## src/logic/adc_readout_pkg.sv

```systemverilog
`default_nettype none
package adc_readout_pkg;
  // Frame geometry of one serial result word
  localparam int RESULT_W = 12;
  localparam int LEAD_ZEROS = 2;
  localparam int WORD_BITS = 16;
  localparam int CNT_W = 6;
  // Falling-edge counts that mark frame events
  localparam logic [5:0] CONV_FALLS = 6'h0d;
  localparam logic [5:0] MIN_FALLS = 6'h0e;
  localparam logic [5:0] DUAL_FALLS = 6'h20;
  // Pin synchroniser depth
  localparam int SYNC_STAGES = 2;
  // Values after reset
  localparam logic [5:0] CNT_RESET = 6'h00;
  localparam logic [11:0] RESULT_RESET = 12'h000;
  // Frame states, one-hot
  typedef enum logic [3:0] {
    ST_IDLE = 4'b0001,
    ST_HOLD = 4'b0010,
    ST_TRACK = 4'b0100,
    ST_DONE = 4'b1000
  } frame_state_t;
endpackage : adc_readout_pkg
`default_nettype wire

```

## src/logic/pin_edge_sync.sv

```systemverilog
`timescale 1ns/10ps
`default_nettype none
// Two-flop synchroniser with edge detection on the settled level
module pin_edge_sync #(
  parameter int WIDTH = 2
) (
  input wire logic clock_i,
  input wire logic rst_b_i,
  input wire logic [WIDTH-1:0] pin_i,
  input wire logic [WIDTH-1:0] idle_i,
  output logic [WIDTH-1:0] level_o,
  output logic [WIDTH-1:0] rise_o,
  output logic [WIDTH-1:0] fall_o
);
  logic [WIDTH-1:0] meta_ff;
  logic [WIDTH-1:0] sync_ff;
  logic [WIDTH-1:0] last_ff;

  // Each stage takes idle levels under reset
  genvar g;
  for (g = 0; g < WIDTH; g++) begin : g_pin
    always_ff @(posedge clock_i or negedge rst_b_i) begin
      if (!rst_b_i) begin
        meta_ff[g] <= 1'b0;
        sync_ff[g] <= 1'b0;
        last_ff[g] <= 1'b0;
      end else begin
        meta_ff[g] <= pin_i[g] ^ idle_i[g];
        sync_ff[g] <= meta_ff[g];
        last_ff[g] <= sync_ff[g];
      end
    end
    assign level_o[g] = sync_ff[g] ^ idle_i[g];
    assign rise_o[g] = (sync_ff[g] ^ idle_i[g]) & ~(last_ff[g] ^ idle_i[g]);
    assign fall_o[g] = ~(sync_ff[g] ^ idle_i[g]) & (last_ff[g] ^ idle_i[g]);
  end
endmodule : pin_edge_sync
`default_nettype wire

```

## src/logic/dual_adc_serial_readout.sv

```systemverilog
// Behaviour
// - Select falling: hold, sample, drive, start conversion
// - Conversion and one result need fourteen clocks
// - Track again on rising after thirteenth falling
// - Sixteen-clock frame ends with two zeros
// - Select rising ends conversion, outputs float
// - Extra clocks bring channel B onto A
// - Extra clocks bring channel A onto B
// - Dual frame floats at falling 32 or select
// - Select gives zero, first falling second zero
// - Twelve bits MSB first, last at 13th
// - Rising edge before first falling is ignored
// - Falling edge coincident with select not counted
`timescale 1ns/10ps
`default_nettype none
module dual_adc_serial_readout #(
  parameter int RES_W = adc_readout_pkg::RESULT_W
) (
  input wire logic clock_i,
  input wire logic rst_b_i,
  input wire logic chip_select_b_i,
  input wire logic converter_serial_clock_i,
  input wire logic [RES_W-1:0] conv_result_a_i,
  input wire logic [RES_W-1:0] conv_result_b_i,
  output logic track_hold_o,
  output logic sample_o,
  output logic conv_done_o,
  output logic data_a_o,
  output logic data_a_oe_o,
  output logic data_b_o,
  output logic data_b_oe_o
);
  logic [1:0] pin_rise;
  logic [1:0] pin_fall;
  logic cs_fall;
  logic cs_rise;
  logic sclk_fall;
  logic sclk_rise;
  adc_readout_pkg::frame_state_t state_ff;
  adc_readout_pkg::frame_state_t nxt_state;
  logic [adc_readout_pkg::CNT_W-1:0] cnt_ff;
  logic [adc_readout_pkg::CNT_W-1:0] nxt_cnt;
  logic [RES_W-1:0] res_a_ff;
  logic [RES_W-1:0] res_b_ff;
  logic [RES_W-1:0] nxt_res_a;
  logic [RES_W-1:0] nxt_res_b;
  logic hold_ff;
  logic nxt_hold;
  logic oe_ff;
  logic nxt_oe;
  logic bit_a_ff;
  logic bit_b_ff;
  logic nxt_bit_a;
  logic nxt_bit_b;
  logic sample_ff;
  logic nxt_sample;
  logic done_ff;
  logic nxt_done;

  // Bit on a line at a given frame position; second word is the other channel
  function automatic logic line_bit(input logic [adc_readout_pkg::CNT_W-1:0] pos,
                                    input logic [RES_W-1:0] own,
                                    input logic [RES_W-1:0] other);
    logic [3:0] q;
    logic [RES_W-1:0] word;
    q = pos[3:0];
    word = (pos < 6'(adc_readout_pkg::WORD_BITS)) ? own : other;
    if (q < 4'(adc_readout_pkg::LEAD_ZEROS) || q > 4'(RES_W + 1)) begin
      line_bit = 1'b0;
    end else begin
      line_bit = word[4'(RES_W + 1) - q];
    end
  endfunction : line_bit

  // Select (idle high) and serial clock (idle low) brought into clock_i
  pin_edge_sync #(
    .WIDTH(2)
  ) u_pin_sync (
    .clock_i(clock_i),
    .rst_b_i(rst_b_i),
    .pin_i({converter_serial_clock_i, chip_select_b_i}),
    .idle_i(2'b01),
    .level_o(),
    .rise_o(pin_rise),
    .fall_o(pin_fall)
  );

  assign cs_fall = pin_fall[0];
  assign cs_rise = pin_rise[0];
  assign sclk_fall = pin_fall[1];
  assign sclk_rise = pin_rise[1];

  // Frame sequencing, counting and shift data
  always_comb begin
    nxt_state = state_ff;
    nxt_cnt = cnt_ff;
    nxt_res_a = res_a_ff;
    nxt_res_b = res_b_ff;
    nxt_hold = hold_ff;
    nxt_oe = oe_ff;
    nxt_bit_a = bit_a_ff;
    nxt_bit_b = bit_b_ff;
    nxt_sample = 1'b0;
    nxt_done = 1'b0;
    if (cs_rise) begin
      nxt_state = adc_readout_pkg::ST_IDLE;
      nxt_hold = 1'b0;
      nxt_oe = 1'b0;
      nxt_bit_a = 1'b0;
      nxt_bit_b = 1'b0;
    end else if (cs_fall) begin
      // Coincident clock falling is dropped here
      nxt_state = adc_readout_pkg::ST_HOLD;
      nxt_cnt = adc_readout_pkg::CNT_RESET;
      nxt_res_a = conv_result_a_i;
      nxt_res_b = conv_result_b_i;
      nxt_hold = 1'b1;
      nxt_oe = 1'b1;
      nxt_sample = 1'b1;
      nxt_bit_a = 1'b0;
      nxt_bit_b = 1'b0;
    end else begin
      unique case (state_ff)
        adc_readout_pkg::ST_IDLE, adc_readout_pkg::ST_DONE: begin
          nxt_oe = 1'b0;
        end
        adc_readout_pkg::ST_HOLD, adc_readout_pkg::ST_TRACK: begin
          if (sclk_fall) begin
            nxt_cnt = cnt_ff + 6'h01;
            nxt_bit_a = line_bit(nxt_cnt, res_a_ff, res_b_ff);
            nxt_bit_b = line_bit(nxt_cnt, res_b_ff, res_a_ff);
            if (nxt_cnt == adc_readout_pkg::MIN_FALLS) begin
              nxt_done = 1'b1;
            end
            if (nxt_cnt == adc_readout_pkg::DUAL_FALLS) begin
              nxt_state = adc_readout_pkg::ST_DONE;
              nxt_oe = 1'b0;
              nxt_bit_a = 1'b0;
              nxt_bit_b = 1'b0;
            end
          end else if (sclk_rise && hold_ff && cnt_ff >= adc_readout_pkg::CONV_FALLS) begin
            nxt_hold = 1'b0;
            nxt_state = adc_readout_pkg::ST_TRACK;
          end
        end
        default: begin
          nxt_state = adc_readout_pkg::ST_IDLE;
          nxt_hold = 1'b0;
          nxt_oe = 1'b0;
        end
      endcase
    end
  end

  // Frame registers
  always_ff @(posedge clock_i or negedge rst_b_i) begin
    if (!rst_b_i) begin
      state_ff <= adc_readout_pkg::ST_IDLE;
      cnt_ff <= adc_readout_pkg::CNT_RESET;
      res_a_ff <= adc_readout_pkg::RESULT_RESET;
      res_b_ff <= adc_readout_pkg::RESULT_RESET;
      hold_ff <= 1'b0;
      oe_ff <= 1'b0;
      bit_a_ff <= 1'b0;
      bit_b_ff <= 1'b0;
      sample_ff <= 1'b0;
      done_ff <= 1'b0;
    end else begin
      state_ff <= nxt_state;
      cnt_ff <= nxt_cnt;
      res_a_ff <= nxt_res_a;
      res_b_ff <= nxt_res_b;
      hold_ff <= nxt_hold;
      oe_ff <= nxt_oe;
      bit_a_ff <= nxt_bit_a;
      bit_b_ff <= nxt_bit_b;
      sample_ff <= nxt_sample;
      done_ff <= nxt_done;
    end
  end

  // Outputs straight from flip-flops
  assign track_hold_o = hold_ff;
  assign sample_o = sample_ff;
  assign conv_done_o = done_ff;
  assign data_a_o = bit_a_ff;
  assign data_b_o = bit_b_ff;
  assign data_a_oe_o = oe_ff;
  assign data_b_oe_o = oe_ff;
endmodule : dual_adc_serial_readout
`default_nettype wire

```

## config.mk

```make
export PLATFORM = sky130hd
export DESIGN_NAME = dual_adc_serial_readout
export DESIGN_NICKNAME = d
export VERILOG_FILES = /design/src/logic/adc_readout_pkg.sv /design/src/logic/pin_edge_sync.sv /design/src/logic/dual_adc_serial_readout.sv
export SDC_FILE = /design/constraint.sdc
export NUM_CORES = 1
export LEC_CHECK = 0
export BUFFER_PORTS_ARGS = -buffer_cell sky130_fd_sc_hd__buf_4
export CAP_MARGIN = 30
export CORE_ASPECT_RATIO = 0.7
export CORE_UTILIZATION = 60
export CTS_BUF_LIST = sky130_fd_sc_hd__clkbuf_8
export DETAILED_ROUTE_END_ITERATION = 7
export PLACE_DENSITY = 0.82
export SYNTH_ARGS = -nofsm -noshare
export SYNTH_HDL_FRONTEND = slang
export SYNTH_SLANG_ARGS = --single-unit
```

## constraint.sdc

```tcl
create_clock -name clock_i -period 8 [get_ports clock_i]
set_input_delay 0.8 -clock clock_i [delete_from_list [all_inputs] [get_ports clock_i]]
set_output_delay 0.8 -clock clock_i [all_outputs]
set_load 0.01 [all_outputs]
```

==> results.json <==
{
  "run_status": "complete, no violations",
  "routabilityCongestion": 0.895,
  "hold_path.class": "flop to flop",
  "cp_slowest_cell": "dfrtp_1",
  "clkTransAtPathRegs_ns": 0.09,
  "dp.cells": 340,
  "insertion_delay_ns": 0.31,
  "final_nets": 326,
  "wl_met3_um": 398,
  "ctsResizeCount": 0,
  "firstDrtPassIters": 5,
  "setup_tns_ns": 0,
  "ant_nets": 0,
  "slew_headroom": 0.313,
  "clock-sinks": 46,
  "via_count": 2194,
  "syn-instance-count": 267,
  "die_y_um": 59.9,
  "place_hpwl_mm": 4.36,
  "syn_nets": 301,
  "r2r_slack_ns": 4.60,
  "cts_buffers": 5,
  "antenna_found_initial": 0,
  "setup_ws_ns": 4.60,
  "fp.dieW_um": 84.8,
  "num_io_pins": 35,
  "final_max_slew_viol_count": 0,
  "crit_path_end_kind": "flop",
  "cts_setup_buffers": 0,
  "ys_seq_area_frac": 0.401,
  "synth_top_area_cell": "dfrtp_1",
  "path_buf_inv": 0,
  "h-tree-depth": 2,
  "grt_use_total": 0.254,
  "startpoint": "cnt_ff[0]$_DFFE_PN0P_",
  "dieArea_mm2": 0.00508,
  "finalHoldViolCount": 0,
  "drcViolationCount": 0,
  "period_minus_slack_ns": 3.40,
  "p_leak_nw": 1.32,
  "drv_cap": 0,
  "grt_max_degree": 47,
  "cts_root_buf": "clkbuf_8",
  "synthTopCellsByArea": "dfrtp_1, mux2_2, mux2i_1, mux4_2, ha_1",
  "wire_per_inst_um": 17.5,
  "synth_edf_count": 0,
  "synth-seq-cells": 46,
  "tightest_slew_ns": 1.03,
  "rsz0062_at_grt": "false",
  "syn_area_mm2": 0.00288,
  "numPortBuffers": 34,
  "rows": 20,
  "yosysUniqueCellTypes": 61,
  "drt_iter0_drc": 247,
  "cp_data_required_time_ns": 8.19,
  "mostFrequentLayoutCells": "dfrtp_1, mux2_2, buf_4",
  "grt_first_pass_wirelength_mm": 9.68,
  "syn_avg_cell_area_um2": 10.8,
  "yosysWarnings": 0,
  "max_stage_delay_ns": 1.03,
  "final_cells": 348,
  "clock_path_buffers": 2,
  "irDropWorstVdd_mv": 0.135,
  "crit_fanout": 31,
  "area_growth_pct": 11.2,
  "setup_viol": 0,
  "dp_slack_ns": 4.68,
  "r2r-start": "cnt_ff[0]$_DFFE_PN0P_",
  "worst_ep_arrival_time_ns": 3.58,
  "synth_top_area_share": 0.391,
  "drt_wl_total_mm": 6.08,
  "grt_overflow_total": 0,
  "grt_pass1_vias": 1976,
  "fmax_mhz": 294,
  "wl_met2_mm": 2.64,
  "cts_tree": "done",
  "nFillCells": 318,
  "critPathKind": "flop to flop",
  "mostFrequentLayoutCell": "dfrtp_1",
  "start_kind": "flop",
  "drive_gt1_frac": 0.338,
  "critPathTopFamily": "flip-flops",
  "hold_start": "u_pin_sync.meta_ff[0]$_DFF_PN0_",
  "postCtsHoldBufs": 0,
  "power-per-cell-area_mw_per_mm2": 194,
  "path_cells": "ha_1 -> and3_1 -> nor2_1 -> a21oi_2 -> mux2_2 -> o311ai_1 -> o21ai_1",
  "p_total_mw": 0.619,
  "final.period_utilization": 0.425,
  "async_flop_share": 1.00,
  "initial_core_util": 0.642,
  "detail_route.wirelength.met1_mm": 3.01,
  "highest_layer": "met4",
  "finalClockSkew_ns": 0.0131,
  "core-area_mm2": 0.00448,
  "diodes": 0,
  "synth_ff_type": "dfrtp_1",
  "vias_per_cell": 6.30
}
## state kept, by name, summed over array words and instances (netlist names)
signal              cells
u_pin_sync.sync_ff      2
conv_done_o             1
res_a_ff               12
cnt_ff                  6
data_b_o                1
sample_o                1
u_pin_sync.meta_ff      2
data_a_o                1
u_pin_sync.last_ff      2
res_b_ff               12
state_ff                4
track_hold_o            1
data_a_oe_o             1
## worst paths after layout
kind | endpoint | depth (start not counted)
max | data_b_o$_DFFE_PN0P_ | 7
min | u_pin_sync.sync_ff[0]$_DFF_PN0_ | 0
max reg2reg | data_b_o$_DFFE_PN0P_ | 7
min reg2reg | u_pin_sync.sync_ff[0]$_DFF_PN0_ | 0
max in group asynchronous | cnt_ff[3]$_DFFE_PN0P_ | 1
min in group asynchronous | res_b_ff[5]$_DFFE_PN0P_ | 1
## cell families (layout without fill, tap and decap cells)
logic type	after synthesis	in the layout	synth area share
simple gates	75	75	0.150
mux	54	54	0.225
compound gates	52	52	0.130
flops	46	46	0.401
buf+inv	27	53	0.0474
xor+xnor	7	7	0.0213
fa+ha+maj	6	6	0.0261
## metal layers
metal	track usage	vias to the layer above
met1	0.383	1065
li1	-	1036
met2	0.373	87
met3	0.0483	6
met4	0.0751	0
met5	0	-
## power breakdown
part	internal [mW]	switching, mW	leakage (nW)	total (mW)
logic	0.0920	0.0828	0.710	0.175
clock network	0.0615	0.0830	0.0441	0.145
registers	0.262	0.0376	0.567	0.300
## stage by stage
step	instance area, um2	utilization	hold slack [ns]
3_5_place_dp	3110	0.694	0.336
5_1_grt	3200	0.714	0.361
4_1_cts	3200	0.714	0.356
6_report	3200	0.714	0.355
2_1_floorplan	2880	-	0.331
3_3_place_gp	3110	0.694	0.331
## synthesized netlist by cell type, types with 2 or more instances
library cell	number
a211oi_1	3
a21oi_1	4
a21oi_2	2
a221oi_1	2
a31oi_1	4
a32oi_1	3
and3_1	3
and3b_1	4
buf_1	3
buf_2	5
buf_6	2
clkbuf_1	5
dfrtp_1	45
ha_1	6
inv_1	10
mux2_2	35
mux2i_1	14
mux4_2	5
nand2_1	13
nand2b_1	4
nand3_1	4
nand4b_1	2
nor2_1	19
nor2b_1	2
nor3_1	6
nor3b_1	3
nor4_1	2
nor4b_1	2
o21ai_0	13
o21ai_1	3
o221a_2	3
o311ai_1	2
xnor2_1	6
## final cells by class
type,count,area [um2],area share
Tap cell,55,68.8,0.0215
Clock inverter,3,21.3,0.00665
Inverter,10,37.5,0.0117
Timing Repair Buffer,35,263,0.0821
Clock buffer,5,68.8,0.0215
Sequential cell,46,1150,0.360
Multi-Input combinational cell,194,1590,0.496
(Power assumes the default switching activity.)
